<file path="src/shared/rbwa_pkg.sv">
// Constants, types and helpers for the read burst wrap addressing block
// ============================================================
// Function
// - Two-bit wrap length code selects group of 8, 16, 32 or 64 bytes.
// - Wrap group is the aligned block of that size holding the start.
// - In 8-byte wrap, after the group's last byte return to its first.
// - Without wrapping, addresses increment and cross every boundary.
// - Wrapped burst may start anywhere; 16-byte from 0C gives 0C..0F, 00.
// - In 64-byte wrap, offset 3F is followed by offset 00 of same group.
// ============================================================
package rbwa_pkg;

  // Register byte offsets on the AXI4-Lite bus
  localparam logic [7:0] OFS_BURST_CFG_PERS = 8'h00;
  localparam logic [7:0] OFS_BURST_CFG_VOL = 8'h04;
  localparam logic [7:0] OFS_IFACE_CFG_PERS = 8'h08;
  localparam logic [7:0] OFS_IFACE_CFG_VOL = 8'h0C;
  localparam logic [7:0] OFS_BURST_ADDR = 8'h10;
  localparam logic [7:0] OFS_BURST_STATUS = 8'h14;

  // Field positions in the burst configuration registers
  localparam int WRAP_LEN_LSB = 0;
  localparam int WRAP_EN_BIT = 4;

  // Values after reset
  localparam logic [7:0] BURST_CFG_RESET = 8'h00;
  localparam logic [7:0] IFACE_CFG_RESET = 8'h40;

  // AXI response codes
  localparam logic [1:0] RESP_OKAY = 2'h0;
  localparam logic [1:0] RESP_SLVERR = 2'h2;

  // Wrap length codes
  typedef enum logic [1:0] {
    RBWA_WRAP8 = 2'h0,
    RBWA_WRAP16 = 2'h1,
    RBWA_WRAP32 = 2'h2,
    RBWA_WRAP64 = 2'h3
  } rbwa_wrap_t;

  // Burst address generator states, Gray coded
  typedef enum logic [1:0] {
    RBWA_IDLE = 2'h0,
    RBWA_RUN = 2'h1
  } rbwa_state_t;

  // Offset mask of a wrap group
  function automatic logic [31:0] rbwa_mask(input logic [1:0] code);
    logic [31:0] m;
    m = 32'h0000_0007;
    case (code)
      RBWA_WRAP8: m = 32'h0000_0007;
      RBWA_WRAP16: m = 32'h0000_000F;
      RBWA_WRAP32: m = 32'h0000_001F;
      default: m = 32'h0000_003F;
    endcase
    return m;
  endfunction : rbwa_mask

  // Next byte address of a burst
  function automatic logic [31:0] rbwa_next(input logic [31:0] addr,
                                            input logic wrapOn,
                                            input logic [1:0] code);
    logic [31:0] m;
    logic [31:0] inc;
    m = rbwa_mask(code);
    inc = addr + 32'h0000_0001;
    if (wrapOn) begin
      // Keep the aligned base, cycle the offset inside the group
      return (addr & ~m) | (inc & m);
    end
    return inc;
  endfunction : rbwa_next

endpackage : rbwa_pkg

</file>
<file path="src/rbwa_top.sv">
// Read burst wrap address generator with AXI4-Lite configuration registers
module rbwa_top
  import rbwa_pkg::*;
(
  // Clock and reset
  input wire logic sys_clk,
  input wire logic rst,
  // AXI4-Lite write address
  input wire logic s_axi_awvalid,
  output logic s_axi_awready,
  input wire logic [7:0] s_axi_awaddr,
  // AXI4-Lite write data
  input wire logic s_axi_wvalid,
  output logic s_axi_wready,
  input wire logic [31:0] s_axi_wdata,
  input wire logic [3:0] s_axi_wstrb,
  // AXI4-Lite write response
  output logic s_axi_bvalid,
  input wire logic s_axi_bready,
  output logic [1:0] s_axi_bresp,
  // AXI4-Lite read address
  input wire logic s_axi_arvalid,
  output logic s_axi_arready,
  input wire logic [7:0] s_axi_araddr,
  // AXI4-Lite read data
  input wire logic s_axi_rready,
  output logic s_axi_rvalid,
  output logic [31:0] s_axi_rdata,
  output logic [1:0] s_axi_rresp,
  // Burst sequencing from the serial read engine
  input wire logic burstStart,
  input wire logic [31:0] burstStartAddr,
  input wire logic burstStep,
  input wire logic burstStop,
  // Current burst address
  output logic [31:0] burstAddr,
  output logic burstActive
);

  // ============================================================
  // Configuration registers
  // ============================================================
  logic [7:0] burstCfgPers;
  logic [7:0] burstCfgVol;
  logic [7:0] ifaceCfgPers;
  logic [7:0] ifaceCfgVol;
  logic [7:0] next_burstCfgPers;
  logic [7:0] next_burstCfgVol;
  logic [7:0] next_ifaceCfgPers;
  logic [7:0] next_ifaceCfgVol;

  // ============================================================
  // Write channel state
  // ============================================================
  logic awHeld;
  logic wHeld;
  logic [7:0] awAddr;
  logic [31:0] wData;
  logic [3:0] wStrb;
  logic next_awHeld;
  logic next_wHeld;
  logic [7:0] next_awAddr;
  logic [31:0] next_wData;
  logic [3:0] next_wStrb;
  logic next_awReady;
  logic next_wReady;
  logic next_bValid;
  logic [1:0] next_bResp;
  logic doWrite;

  // ============================================================
  // Read channel state
  // ============================================================
  logic next_arReady;
  logic next_rValid;
  logic [31:0] next_rData;
  logic [1:0] next_rResp;

  // ============================================================
  // Burst generator state
  // ============================================================
  rbwa_state_t state;
  rbwa_state_t next_state;
  logic burstWrapOn;
  logic [1:0] burstWrapCode;
  logic next_burstWrapOn;
  logic [1:0] next_burstWrapCode;
  logic [31:0] next_burstAddr;
  logic next_burstActive;

  // Write channel: take address and data in any order, answer after both
  always_comb begin
    next_awHeld = awHeld;
    next_wHeld = wHeld;
    next_awAddr = awAddr;
    next_wData = wData;
    next_wStrb = wStrb;
    next_bValid = s_axi_bvalid;
    next_bResp = s_axi_bresp;
    doWrite = 1'b0;
    if (s_axi_awvalid && s_axi_awready) begin
      next_awHeld = 1'b1;
      next_awAddr = s_axi_awaddr;
    end
    if (s_axi_wvalid && s_axi_wready) begin
      next_wHeld = 1'b1;
      next_wData = s_axi_wdata;
      next_wStrb = s_axi_wstrb;
    end
    if (s_axi_bvalid && s_axi_bready) begin
      next_bValid = 1'b0;
    end
    if (awHeld && wHeld && !s_axi_bvalid) begin
      doWrite = 1'b1;
      next_awHeld = 1'b0;
      next_wHeld = 1'b0;
      next_bValid = 1'b1;
      next_bResp = RESP_OKAY;
      if (awAddr[7:2] > OFS_IFACE_CFG_VOL[7:2]) begin
        next_bResp = RESP_SLVERR;
      end
    end
    next_awReady = !next_awHeld && !next_bValid;
    next_wReady = !next_wHeld && !next_bValid;
  end

  // Register write decode, byte lane 0 carries each 8-bit register
  always_comb begin
    next_burstCfgPers = burstCfgPers;
    next_burstCfgVol = burstCfgVol;
    next_ifaceCfgPers = ifaceCfgPers;
    next_ifaceCfgVol = ifaceCfgVol;
    if (doWrite && wStrb[0]) begin
      if (awAddr[7:2] == OFS_BURST_CFG_PERS[7:2]) begin
        next_burstCfgPers = wData[7:0];
      end else if (awAddr[7:2] == OFS_BURST_CFG_VOL[7:2]) begin
        next_burstCfgVol = wData[7:0];
      end else if (awAddr[7:2] == OFS_IFACE_CFG_PERS[7:2]) begin
        next_ifaceCfgPers = wData[7:0];
      end else if (awAddr[7:2] == OFS_IFACE_CFG_VOL[7:2]) begin
        next_ifaceCfgVol = wData[7:0];
      end
    end
  end

  // Read channel: one beat, answered the cycle after the address
  always_comb begin
    next_rValid = s_axi_rvalid;
    next_rData = s_axi_rdata;
    next_rResp = s_axi_rresp;
    if (s_axi_rvalid && s_axi_rready) begin
      next_rValid = 1'b0;
    end
    if (s_axi_arvalid && s_axi_arready) begin
      next_rValid = 1'b1;
      next_rResp = RESP_OKAY;
      next_rData = 32'h0000_0000;
      if (s_axi_araddr[7:2] == OFS_BURST_CFG_PERS[7:2]) begin
        next_rData = {24'h00_0000, burstCfgPers};
      end else if (s_axi_araddr[7:2] == OFS_BURST_CFG_VOL[7:2]) begin
        next_rData = {24'h00_0000, burstCfgVol};
      end else if (s_axi_araddr[7:2] == OFS_IFACE_CFG_PERS[7:2]) begin
        next_rData = {24'h00_0000, ifaceCfgPers};
      end else if (s_axi_araddr[7:2] == OFS_IFACE_CFG_VOL[7:2]) begin
        next_rData = {24'h00_0000, ifaceCfgVol};
      end else if (s_axi_araddr[7:2] == OFS_BURST_ADDR[7:2]) begin
        next_rData = burstAddr;
      end else if (s_axi_araddr[7:2] == OFS_BURST_STATUS[7:2]) begin
        next_rData = {29'h0000_0000, burstWrapOn, burstWrapCode};
      end else begin
        next_rResp = RESP_SLVERR;
      end
    end
    next_arReady = !next_rValid;
  end

  // Burst generator: mode frozen at start, volatile copy decides
  always_comb begin
    next_state = state;
    next_burstAddr = burstAddr;
    next_burstWrapOn = burstWrapOn;
    next_burstWrapCode = burstWrapCode;
    case (state)
      RBWA_IDLE: begin
        if (burstStart) begin
          next_state = RBWA_RUN;
          next_burstAddr = burstStartAddr;
          next_burstWrapOn = burstCfgVol[WRAP_EN_BIT];
          next_burstWrapCode = burstCfgVol[WRAP_LEN_LSB +: 2];
        end
      end
      RBWA_RUN: begin
        if (burstStop) begin
          next_state = RBWA_IDLE;
        end else if (burstStart) begin
          next_burstAddr = burstStartAddr;
          next_burstWrapOn = burstCfgVol[WRAP_EN_BIT];
          next_burstWrapCode = burstCfgVol[WRAP_LEN_LSB +: 2];
        end else if (burstStep) begin
          // Advance within the group or straight on
          next_burstAddr = rbwa_next(burstAddr, burstWrapOn,
                                     burstWrapCode);
        end
      end
      default: begin
        next_state = RBWA_IDLE;
      end
    endcase
    next_burstActive = (next_state == RBWA_RUN);
  end

  // Register stage for every group
  always_ff @(posedge sys_clk) begin
    if (rst) begin
      burstCfgPers <= BURST_CFG_RESET;
      burstCfgVol <= BURST_CFG_RESET;
      ifaceCfgPers <= IFACE_CFG_RESET;
      ifaceCfgVol <= IFACE_CFG_RESET;
      awHeld <= 1'b0;
      wHeld <= 1'b0;
      awAddr <= 8'h00;
      wData <= 32'h0000_0000;
      wStrb <= 4'h0;
      s_axi_awready <= 1'b0;
      s_axi_wready <= 1'b0;
      s_axi_bvalid <= 1'b0;
      s_axi_bresp <= RESP_OKAY;
      s_axi_arready <= 1'b0;
      s_axi_rvalid <= 1'b0;
      s_axi_rdata <= 32'h0000_0000;
      s_axi_rresp <= RESP_OKAY;
      state <= RBWA_IDLE;
      burstAddr <= 32'h0000_0000;
      burstWrapOn <= 1'b0;
      burstWrapCode <= 2'h0;
      burstActive <= 1'b0;
    end else begin
      burstCfgPers <= next_burstCfgPers;
      burstCfgVol <= next_burstCfgVol;
      ifaceCfgPers <= next_ifaceCfgPers;
      ifaceCfgVol <= next_ifaceCfgVol;
      awHeld <= next_awHeld;
      wHeld <= next_wHeld;
      awAddr <= next_awAddr;
      wData <= next_wData;
      wStrb <= next_wStrb;
      s_axi_awready <= next_awReady;
      s_axi_wready <= next_wReady;
      s_axi_bvalid <= next_bValid;
      s_axi_bresp <= next_bResp;
      s_axi_arready <= next_arReady;
      s_axi_rvalid <= next_rValid;
      s_axi_rdata <= next_rData;
      s_axi_rresp <= next_rResp;
      state <= next_state;
      burstAddr <= next_burstAddr;
      burstWrapOn <= next_burstWrapOn;
      burstWrapCode <= next_burstWrapCode;
      burstActive <= next_burstActive;
    end
  end

endmodule : rbwa_top

</file>
<file path="config.mk">
export PLATFORM = sky130hd
export DESIGN_NAME = rbwa_top
export DESIGN_NICKNAME = d
export VERILOG_FILES = /design/src/shared/rbwa_pkg.sv /design/src/rbwa_top.sv
export SDC_FILE = /design/constraint.sdc
export NUM_CORES = 1
export LEC_CHECK = 0
export BUFFER_PORTS_ARGS = -buffer_cell sky130_fd_sc_hd__buf_2
export CAP_MARGIN = 20
export CELL_PAD_IN_SITES_DETAIL_PLACEMENT = 1
export CELL_PAD_IN_SITES_GLOBAL_PLACEMENT = 1
export CORE_MARGIN = 2
export CORE_UTILIZATION = 40
export DETAILED_ROUTE_END_ITERATION = 10
export PLACE_DENSITY_LB_ADDON = 0.08
export SKIP_CTS_REPAIR_TIMING = 1
export SLEW_MARGIN = 0
export SYNTH_ARGS = -nofsm -noshare
export SYNTH_HDL_FRONTEND = slang
export SYNTH_SLANG_ARGS = --single-unit
</file>
<file path="constraint.sdc">
create_clock -name sys_clk -period 5.95 [get_ports sys_clk]
set_clock_uncertainty 0.15 [all_clocks]
set_input_delay 0.595 -clock sys_clk [delete_from_list [all_inputs] [get_ports sys_clk]]
set_output_delay 0.595 -clock sys_clk [all_outputs]
set_load 0.005 [all_outputs]
</file>
==> Yosys cells after proc, flatten, opt, wreduce, memory -nomap -nowiden <==
Cells that the tools add are included.
{ "totals": {"elab_cells": 120, "regBits": 130, "input_bits": 94, "out_inout_bits": 74} }
{ "classes": {"reduce_logical": 26, "magnitude_cmp": 1, "mux": 48, "bitwise": 7, "add_sub_neg": 1, "eq_ne": 15} }
{ "op_table": {"columns": ["op", "n"], "rows": [
  ["$mux 32", 15],
  ["$and 32x32->32", 2],
  ["$pmux 32 s2", 1],
  ["$add 32x1->32 const B", 1],
  ["$not 32->32", 1],
  ["$or 32x32->32", 1],
  ["$eq 6x2->1 const B", 4],
  ["$mux 2", 11],
  ["$pmux 6 s3", 1],
  ["$mux 1", 16],
  ["$eq 6x1->1 const B", 2],
  ["$eq 6x3->1 const B", 2],
  ["$logic_not 6->1", 2],
  ["$logic_and 1x1->1", 10],
  ["$pmux 2 s2", 2],
  ["$reduce_and 4->1", 2],
  ["$eq 2x1->1 const B", 3],
  ["$gt 6x2->1 const B", 1],
  ["$logic_not 1->1", 5],
  ["$reduce_and 5->1", 1],
  ["$logic_not 2->1", 2],
  ["$ne 2x2->1 const B", 2],
  ["$reduce_and 2->1", 2],
  ["$mux 3", 1],
  ["other kinds (6)", 8]
]} }

==> Longest topological paths before layout <==
Gate-level depths: netlist of run 1.
{ "logic_depth": {"ltp_word": 15, "ltp_mapped": 8, "ltp_nobuf": 6} }

==> Least setup slack after synthesis of run 1 <==
Ideal clock, no wire load.
{ "synth_timing": {"kind": "input -> register", "start": "input port burstStart", "end": "register burstAddr[31]", "setup_slack_ps": 3653, "cell_stages": 7, "arrival_ps": 2068, "cell_sequence": "buf_6 -> or4b_4 -> buf_6 -> nor2_8 -> nand3b_4 -> or4_1 -> o211ai_1"} }
{ "synth_via": {"elab_chain_cells": 3, "elab_cells_between_ends": 6, "classes_between": "eq/ne (2); mux (3); reduce/logical (1)"} }
{ "synth_lines": {"columns": ["element", "line_no", "source"], "rows": [
  ["start, declared", "rbwa_top.sv:31", "input wire logic burstStart,"],
  ["$mux 32", "rbwa_top.sv:195", "end else if (burstStart) begin"],
  ["$mux 32", "rbwa_top.sv:193", "if (burstStop) begin"],
  ["$pmux 32 s2", "rbwa_top.sv:183", "case (state)"],
  ["end signal, assigned", "rbwa_top.sv:256", "burstAddr <= next_burstAddr;"],
  ["end, declared", "rbwa_top.sv:36", "output logic [31:0] burstAddr,"]
]} }
Several ways; a longest one is shown, not always the timed one. The select of a mux whose other input is x is not followed.
A chain may end at the register's enable or synchronous reset.

==> Worst setup path after layout of run 1 <==
{ "layout_timing": {"start": "register burstAddr[0]", "end": "register burstAddr[18]"} }
{ "layout_via": {"elab_chain_cells": 9} }
{ "layout_lines": {"columns": ["element", "line_no", "source"], "rows": [
  ["$add 32x1->32 *", "rbwa_pkg.sv:67", "inc = addr + 32'h0000_0001;"],
  ["$and 32x32->32", "rbwa_pkg.sv:70", "return (addr & ~m) | (inc & m);"],
  ["$or 32x32->32", "rbwa_pkg.sv:70", null],
  ["$mux 32", "rbwa_pkg.sv:68", "if (wrapOn) begin"],
  ["$mux 32 *", "rbwa_pkg.sv:72", "return inc;"],
  ["$mux 32 *", "rbwa_top.sv:199", "end else if (burstStep) begin"],
  ["$mux 32 *", "rbwa_top.sv:195", null],
  ["$mux 32 *", "rbwa_top.sv:193", null],
  ["$pmux 32 s2 *", "rbwa_top.sv:183", null]
]} }
Every way passes the cells marked *; elsewhere a longest branch is shown, timed or not. The select of a mux whose other input is x is not followed.

==> metrics.md, run 1 <==
| Metric | Value |
|---|---|
| Status | `finished clean` |
| Effective utilization at floorplan | `0.413` |
| Syn Std Cell Area | `5800 sq um` |
| Antenna violations before repair | `0` |
| Sequential Area | `2520 sq um` |
| Multi-input gate area | `between 3000 and 4000 sq um` |
| Largest family of logic cells by synthesized area | `simple AND/OR/NAND/NOR gates` |
| Distinct cells, synth | `62` |
| Top cells by area, synth | `dfxtp_1, nand2_1, a21oi_1, a22oi_1, nor2_1` |
| Leakage dissipation | `0.00278 uW` |
| Placed cell count | `984` |
| Met3 global-route usage | `0.0533` |
| Root Driver | `clkbuf_16` |
| Post-DP HPWL | `13.7 mm` |
| Placement Setup Slack | `3.24 ns` |
| Synth warnings | `0` |
| Pins Over Slew Limit | `0` |
| Syn_area_per_cell | `8.08 sq um` |
| Drt pass-1 iters | `5` |
| Num ports | `168` |
| Setup TNS | `0 ns` |
| Clock buffer depth | `2` |
| Worst skew pair latency | `0.42 ns` |
| Vias in the first global route | `6,033` |
| Final Power | `between 2000 and 2500 uW` |
| Fillers | `1,709` |
| Endpoints failing hold | `0` |
| ANT nets after route | `0` |
| GRT Util Overall | `0.254` |
| Worst stage delay on the critical path | `0.71 ns` |
| GR peak layer | `met2` |
| Peak VDD IR | `approximately 0.00022 V` |
| Critical Path Fanout Max | `10` |
| Final Instance Count excl. Fillers | `between 1,000 and 1,500` |
| Vias post-DR | `5,934` |
| PortBufs | `134` |
| Post-synth EDFFs | `0` |
| Fin crit period | `2.68 ns` |
| Worst-path cell chain | `ha_1 -> nand4_2 -> nor3_2 -> nand2_1 -> o31a_1 -> o32ai_1` |
| Kind of critical path | `reg -> reg` |
| CP startpoint kind | `flop` |
| Die area | `15,500 sq um` |
| Final net count | `around 900` |
| Async S/R FF share, synth | `0` |
| Final clock period utilization by the worst path | `0.451` |
| CORE AREA | `14,000 sq um` |
| Num CTS Buffers | `17` |
| Clock Pin Slew Worst Setup and Hold Paths | `around 0.050 ns` |
| Antenna diodes | `0` |
| Die X | `124 um` |
| Worst EP arrival | `2.86 ns` |
| Worst hold path class | `in -> reg` |
| Share of cells above drive strength 1 | `0.219` |
| Iter 0 DRT Violations | `346` |
| Max-slew headroom | `0.335` |
| Std-Cell Rows | `43` |
| Top FF cell, synth | `dfxtp_1` |
| M1 GR Usage | `0.295` |
| Synth Area in XOR/XNOR | `0` |
| Commonest non-fill, non-tap cells in the layout | `buf_2, dfxtp_1, nand2_1, a21oi_1, nor2_1` |
| Post-Synth Simple-Gate Area | `0.252` |
| Cells after Synth | `717` |
| CP endpoint kind | `flop` |
| Seq cells post-synth | `126` |
| Sequential fraction of the synthesis area | `0.435` |
| Post-synthesis mux area share | `0.0348` |
| Most common cell after layout, fill and taps aside | `buf_2` |
| CTS sink count | `126` |
| GP Congestion | `a little over 0.8` |
| WL final | `19.7 mm` |
| Maxcap violations | `0` |
| Largest net degree at the start of global routing | `86` |
| Endpoints failing setup | `0` |
| Worst-margin pin slew | `0.997 ns` |
| Final global-route overflow total | `0` |
| Final setup margin | `3.27 ns` |
| CTS tree | `built` |
| Routed wire per std cell | `19.4 um` |
| Slowest-stage cell, CP | `nor3_2` |
| Met2 usage | `0.457` |
| Vias/cell | `5.83` |
| Req. time, crit path | `6.13 ns` |
| Area grow syn2layout | `22.4%` |
| Synth top area share | `0.435` |
| Synth area leader | `dfxtp_1` |
| Synth Area in Compound Gates | `0.231` |
| FMAX | `0.373 GHz` |
| Hold slack final | `0.249 ns` |
| # DRC | `0` |
| Post-synthesis adder-cell area fraction | `0.00216` |
| First-pass GRT wire length | `31.7 mm` |
| Die height | `approximately 120 um` |
| Pwr/cell area | `288 nW/um^2` |
| RSZ-0062 raised after global routing | `no` |
| H-tree depth | `4` |
## path summary, 6_finish.rpt
kind | startpoint | end | slack [ns] | depth (start not counted)
setup / recovery | burstAddr[0] | burstAddr[18] | 3.27 | 6
hold / removal | burstStartAddr[24] | burstAddr[24] | 0.25 | 3
setup reg to reg | burstAddr[0] | burstAddr[18] | 3.27 | 6
hold reg to reg | burstCfgVol[3] | burstCfgVol[3] | 0.30 | 2
## worst max-delay path, delay by kind of cell (launching register included)
kind | cells | cell delay [ns]
AOI/OAI and AO/OA | 2 | 0.47
adders and majority gates | 1 | 0.30
DFF | 1 | 0.50
and+or+nand+nor | 3 | 1.15
## report_power, final
part	leakage, uW	internal [uW]	switching, uW
Clock	0.000277	613	369
Sequential	0.00102	867	38.6
Combinational	0.00148	60.6	95.9
## registers in the layout (all words and copies together), names as in the netlist, 2 cells and up, named ones only
signal         cells
burstCfgPers       8
burstWrapCode      2
burstAddr         29
ifaceCfgVol        8
state              2
burstCfgVol        8
wData              8
ifaceCfgPers       8
s_axi_rdata       32
awAddr             6
## per-stage QoR
| step | area [sq um] | util |
|---|---|---|
| floorplan | 5800 | - |
| global placement | 6510 | 0.463 |
| detailed placement | 6510 | 0.463 |
| CTS | 7060 | 0.503 |
| global route | 7100 | 0.505 |
| finish | 7100 | 0.505 |
## cells by family after synthesis
| kind of cell | Yosys count |
|---|---|
| compound gates | 212 |
| other cells | 1 |
| simple gates | 297 |
| fa+ha+maj | 1 |
| buf+inv | 60 |
| mux | 20 |
| flops | 126 |
## cells in the mapped netlist (8+ instances only)
library cell and number:
a21oi_1 79, a22oi_1 32, clkbuf_1 38, dfxtp_1 126, mux2i_1 19, nand2_1 121
nand2b_1 8, nand3_1 32, nand4_1 13, nor2_1 60, nor3_1 13, nor4_1 9
o21ai_0 40, o311ai_0 8
## layout make-up
type	count	area share
Inverter	7	0.00370
Sequential cell	126	0.355
Clock buffer	25	0.0698
Multi-Input combinational cell	533	0.427
Timing Repair Buffer	140	0.104
Clock inverter	6	0.00829
Tap cell	180	0.0317
## per-layer routing
layer  vias to the layer above  routed length, um
met2                       170              10200
met3                        30                891
met5                         -                  0
li1                       2826                  -
met4                         0                443
met1                      2908               8190
(Power assumes the default switching activity.)
==> inputs of run 2 (changes only) <==
ABC_AREA = 1   (was unset)
CORE_UTILIZATION = 36   (was 40)
clock period = 2.6 ns   (was 5.95 ns; I/O delays follow)
==> metrics.md, run 2 <==
| Metric | Value |
|---|---|
| Syn_area_per_cell | `6.89 sq um (-15%)` |
| Routed wire per std cell | `16.2 um (-16%)` |
| Top FF cell, synth | `dfxtp_1` |
| Final global-route overflow total | `0 (unchanged)` |
| Fillers | `2,143 (+25%)` |
| Kind of critical path | `reg -> reg` |
| Final clock period utilization by the worst path | `0.852 (+0.401)` |
| Worst path buffer plus inverter count | `0 (unchanged)` |
| Top cells by area, synth | `dfxtp_1, nand2_1, a21oi_1, o21ai_0, nor2_1` |
| Die area | `17,500 sq um (+13%)` |
| Status | `finished with violations` |
| Clock buffer depth | `2 (unchanged)` |
| Clock Pin Slew Worst Setup and Hold Paths | `0.06 ns (about the same)` |
| H-tree depth | `4 (unchanged)` |
| Synth area leader | `dfxtp_1` |
| Setup TNS | `0 ns (unchanged)` |
| CORE AREA | `16,000 sq um (+14%)` |
| Maxcap violations | `0 (unchanged)` |
| Pins Over Slew Limit | `0 (unchanged)` |
| Commonest cells in the netlist | `nand2_1, a21oi_1, dfxtp_1` |
| Vias post-DR | `6,364 (+7.2%)` |
| Most common cell after layout, fill and taps aside | `nand2_1` |
| Most flops, register | `s_axi_rdata` |
| Synth top area share | `0.426 (-0.00911)` |
| Worst r2r src | `burstAddr[1]` |
| GR peak layer | `met2` |
| Violated checks | `hold timing` |
| Fin crit period | `2.21 ns (-0.466 ns)` |
| Met2 usage | `0.356 (-0.101)` |
| Most common cell in the netlist | `nand2_1` |
| Drt pass-1 iters | `4 (-1)` |
| GP Congestion | `0.849 (+3.7%)` |
| Synth warnings | `0 (unchanged)` |
| Syn Std Cell Area | `5920 sq um (+2.1%)` |
| Multi-input gate area | `2940 sq um (-3.1%)` |
| Endpoints failing hold | `19 (+19)` |
| Slowest-stage cell, CP | `dfxtp_1` |
| Sequential fraction of the synthesis area | `0.426 (-0.00911)` |
| Worst hold path class | `in -> reg` |
| Worst-path cell chain | `ha_1 -> nand2_1 -> nor2_1 -> nand3_1 -> nor2_1 -> nand2_1 -> nor2_1 -> nand2_1 -> nand3_1 -> a21oi_1` |
| Antenna violations before repair | `0 (unchanged)` |
| M1 GR Usage | `0.331 (+0.0366)` |
| CTS tree | `built` |
| # DRC | `0 (unchanged)` |
| DP Area | `6820 sq um (+4.8%)` |
| First-pass GRT wire length | `32.4 mm (+2.1%)` |
| GRT Util Overall | `0.231 (-0.0229)` |
| Cells after Synth | `859 (+20%)` |
| Sequential Area | `2520 sq um (unchanged)` |
| Largest regs | `s_axi_rdata x32, burstAddr x29` |
| Number of flip-flops in the largest register | `32 (unchanged)` |
| Commonest non-fill, non-tap cells in the layout | `nand2_1, buf_2, a21oi_1, dfxtp_1, nor2_1` |
| Design area | `7530 sq um (+6.1%)` |
| Leakage dissipation | `0.00318 uW (+14%)` |
| Std-Cell Rows | `46 (+7.0%)` |
| Met3 global-route usage | `0.0488 (-0.00444)` |
| Vias/cell | `5.14 (-12%)` |
| Worst skew pair latency | `0.42 ns (about the same)` |
| Pwr/cell area | `645 nW/um^2 (+120%)` |
| Max-slew headroom | `0.559 (+0.224)` |
| Req. time, crit path | `2.76 ns (-3.37 ns)` |
| ANT nets after route | `0 (unchanged)` |
| Crit path launch | `burstAddr[1]` |
| Antenna diodes | `0 (unchanged)` |
| CP endpoint kind | `flop` |
| PortBufs | `134 (unchanged)` |
| Share of cells above drive strength 1 | `0.192 (-0.0269)` |
| Final net count | `1,104 (+20%)` |
| Async S/R FF share, synth | `0 (unchanged)` |
| Largest net degree at the start of global routing | `74 (-14%)` |
| Critical path destination | `burstAddr[24]` |
| Post-synth EDFFs | `0 (unchanged)` |
| CTS sink count | `126 (unchanged)` |
| Worst reg2reg setup slack | `0.39 ns (-2.88 ns)` |
| Peak VDD IR | `0.000474 V (+110%)` |
| RSZ-0062 raised after global routing | `no` |
| Distinct cells, synth | `41 (-34%)` |
| Iter 0 DRT Violations | `347 (+0.29%)` |
| Vias in the first global route | `6,200 (+2.8%)` |
| WL final | `20.0 mm (+1.7%)` |
| CP startpoint kind | `flop` |
| Worst-margin pin slew | `0.661 ns (-0.336 ns)` |
| Worst EP arrival | `2.37 ns (-0.49 ns)` |
| Post-DP HPWL | `14.5 mm (+5.8%)` |
| Hold slack final | `-0.0285 ns (-0.278 ns)` |
| Die X | `132 um (+6.3%)` |
| Crit path depth | `10 (+4)` |
| Worst stage delay on the critical path | `0.45 ns (-0.26 ns)` |
| Effective utilization at floorplan | `0.370 (-0.0428)` |
| Worst reg2reg path endpoint | `burstAddr[24]` |
| Family with the most delay on the worst path | `simple AND/OR/NAND/NOR gates` |
| Root Driver | `clkbuf_16` |
| Die height | `132 um (+6.3%)` |
| Worst Reg-to-Reg Cells | `10 (+4)` |
| Endpoints failing setup | `0 (unchanged)` |
| FMAX | `0.452 GHz (+21%)` |
| Seq cells post-synth | `126 (unchanged)` |
| Critical Path Fanout Max | `6 (-4)` |
| Num ports | `168 (unchanged)` |
| Num CTS Buffers | `17 (unchanged)` |
| Area grow syn2layout | `27.2%` |
[run 2: worst min-delay path by stage]
| stage | from | to | slack [ns] | cells after the start |
|---|---|---|---|---|
| final | s_axi_wdata[4] | wData[4] | -0.03 | 3 |
| after global routing | s_axi_wdata[4] | wData[4] | 0.002 | 3 |
| after CTS | s_axi_awaddr[4] | awAddr[4] | -0.07 | 3 |
| after detailed placement | wHeld | s_axi_wready | 0.29 | 1 |
| after global placement | wHeld | s_axi_wready | 0.28 | 1 |
| after floorplan | s_axi_araddr[3] | s_axi_rresp[1] | 0.25 | 2 |
[run 2: cell type report]
cell class | instances | area share
inverters | 76 | 0.0379
flip-flops and latches | 126 | 0.335
repair buffers | 165 | 0.127
clock buffers | 17 | 0.0565
clock inverters | 15 | 0.0183
multi-input cells | 623 | 0.390
well taps | 216 | 0.0359
[run 2: tightest hold or removal path, stage by stage]
cell and delay [ns]:
buf_2 0.07, o21ai_0 0.07, a21oi_1 0.10
[run 2: logic make-up after synthesis]
| logic type | after synthesis | share of synthesized area |
|---|---|---|
| AND/OR/NAND/NOR | 371 | 0.265 |
| AO/OA/AOI/OAI | 246 | 0.224 |
| flip-flops | 126 | 0.426 |
| buffers and inverters | 112 | 0.0793 |
| XOR/XNOR | 2 | 0.00296 |
| adder cells (fa/ha/maj) | 1 | 0.00211 |
| other | 1 | 0.000634 |
[run 2: metal layers]
metal | routed length [um] | vias up
met3 | 1040 | 16
met2 | 8800 | 154
li1 | - | 3184
met5 | 0 | -
met1 | 10000 | 3010
met4 | 180 | 0
[run 2: power by group]
part           total, uW  internal [uW]  switching [uW]  leakage [uW]
combinational        454            177             277       0.00187
sequential          2110           2010            98.4       0.00103
clock               2300           1330             970      0.000276
[run 2: per-stage QoR]
step / setup slack (ns) / instances / hold slack [ns] / utilization / power [uW]
finish: 0.386 / 1238 / -0.0285 / 0.471 / 4860
global route: 0.186 / 1238 / 0.00170 / 0.471 / 5060
CTS: 0.408 / 1223 / -0.0727 / 0.461 / 4880
detailed placement: 0.429 / 1191 / 0.294 / 0.426 / 2590
global placement: 0.448 / 1191 / 0.277 / 0.426 / 2580
floorplan: 0.765 / 861 / 0.255 / - / 2360
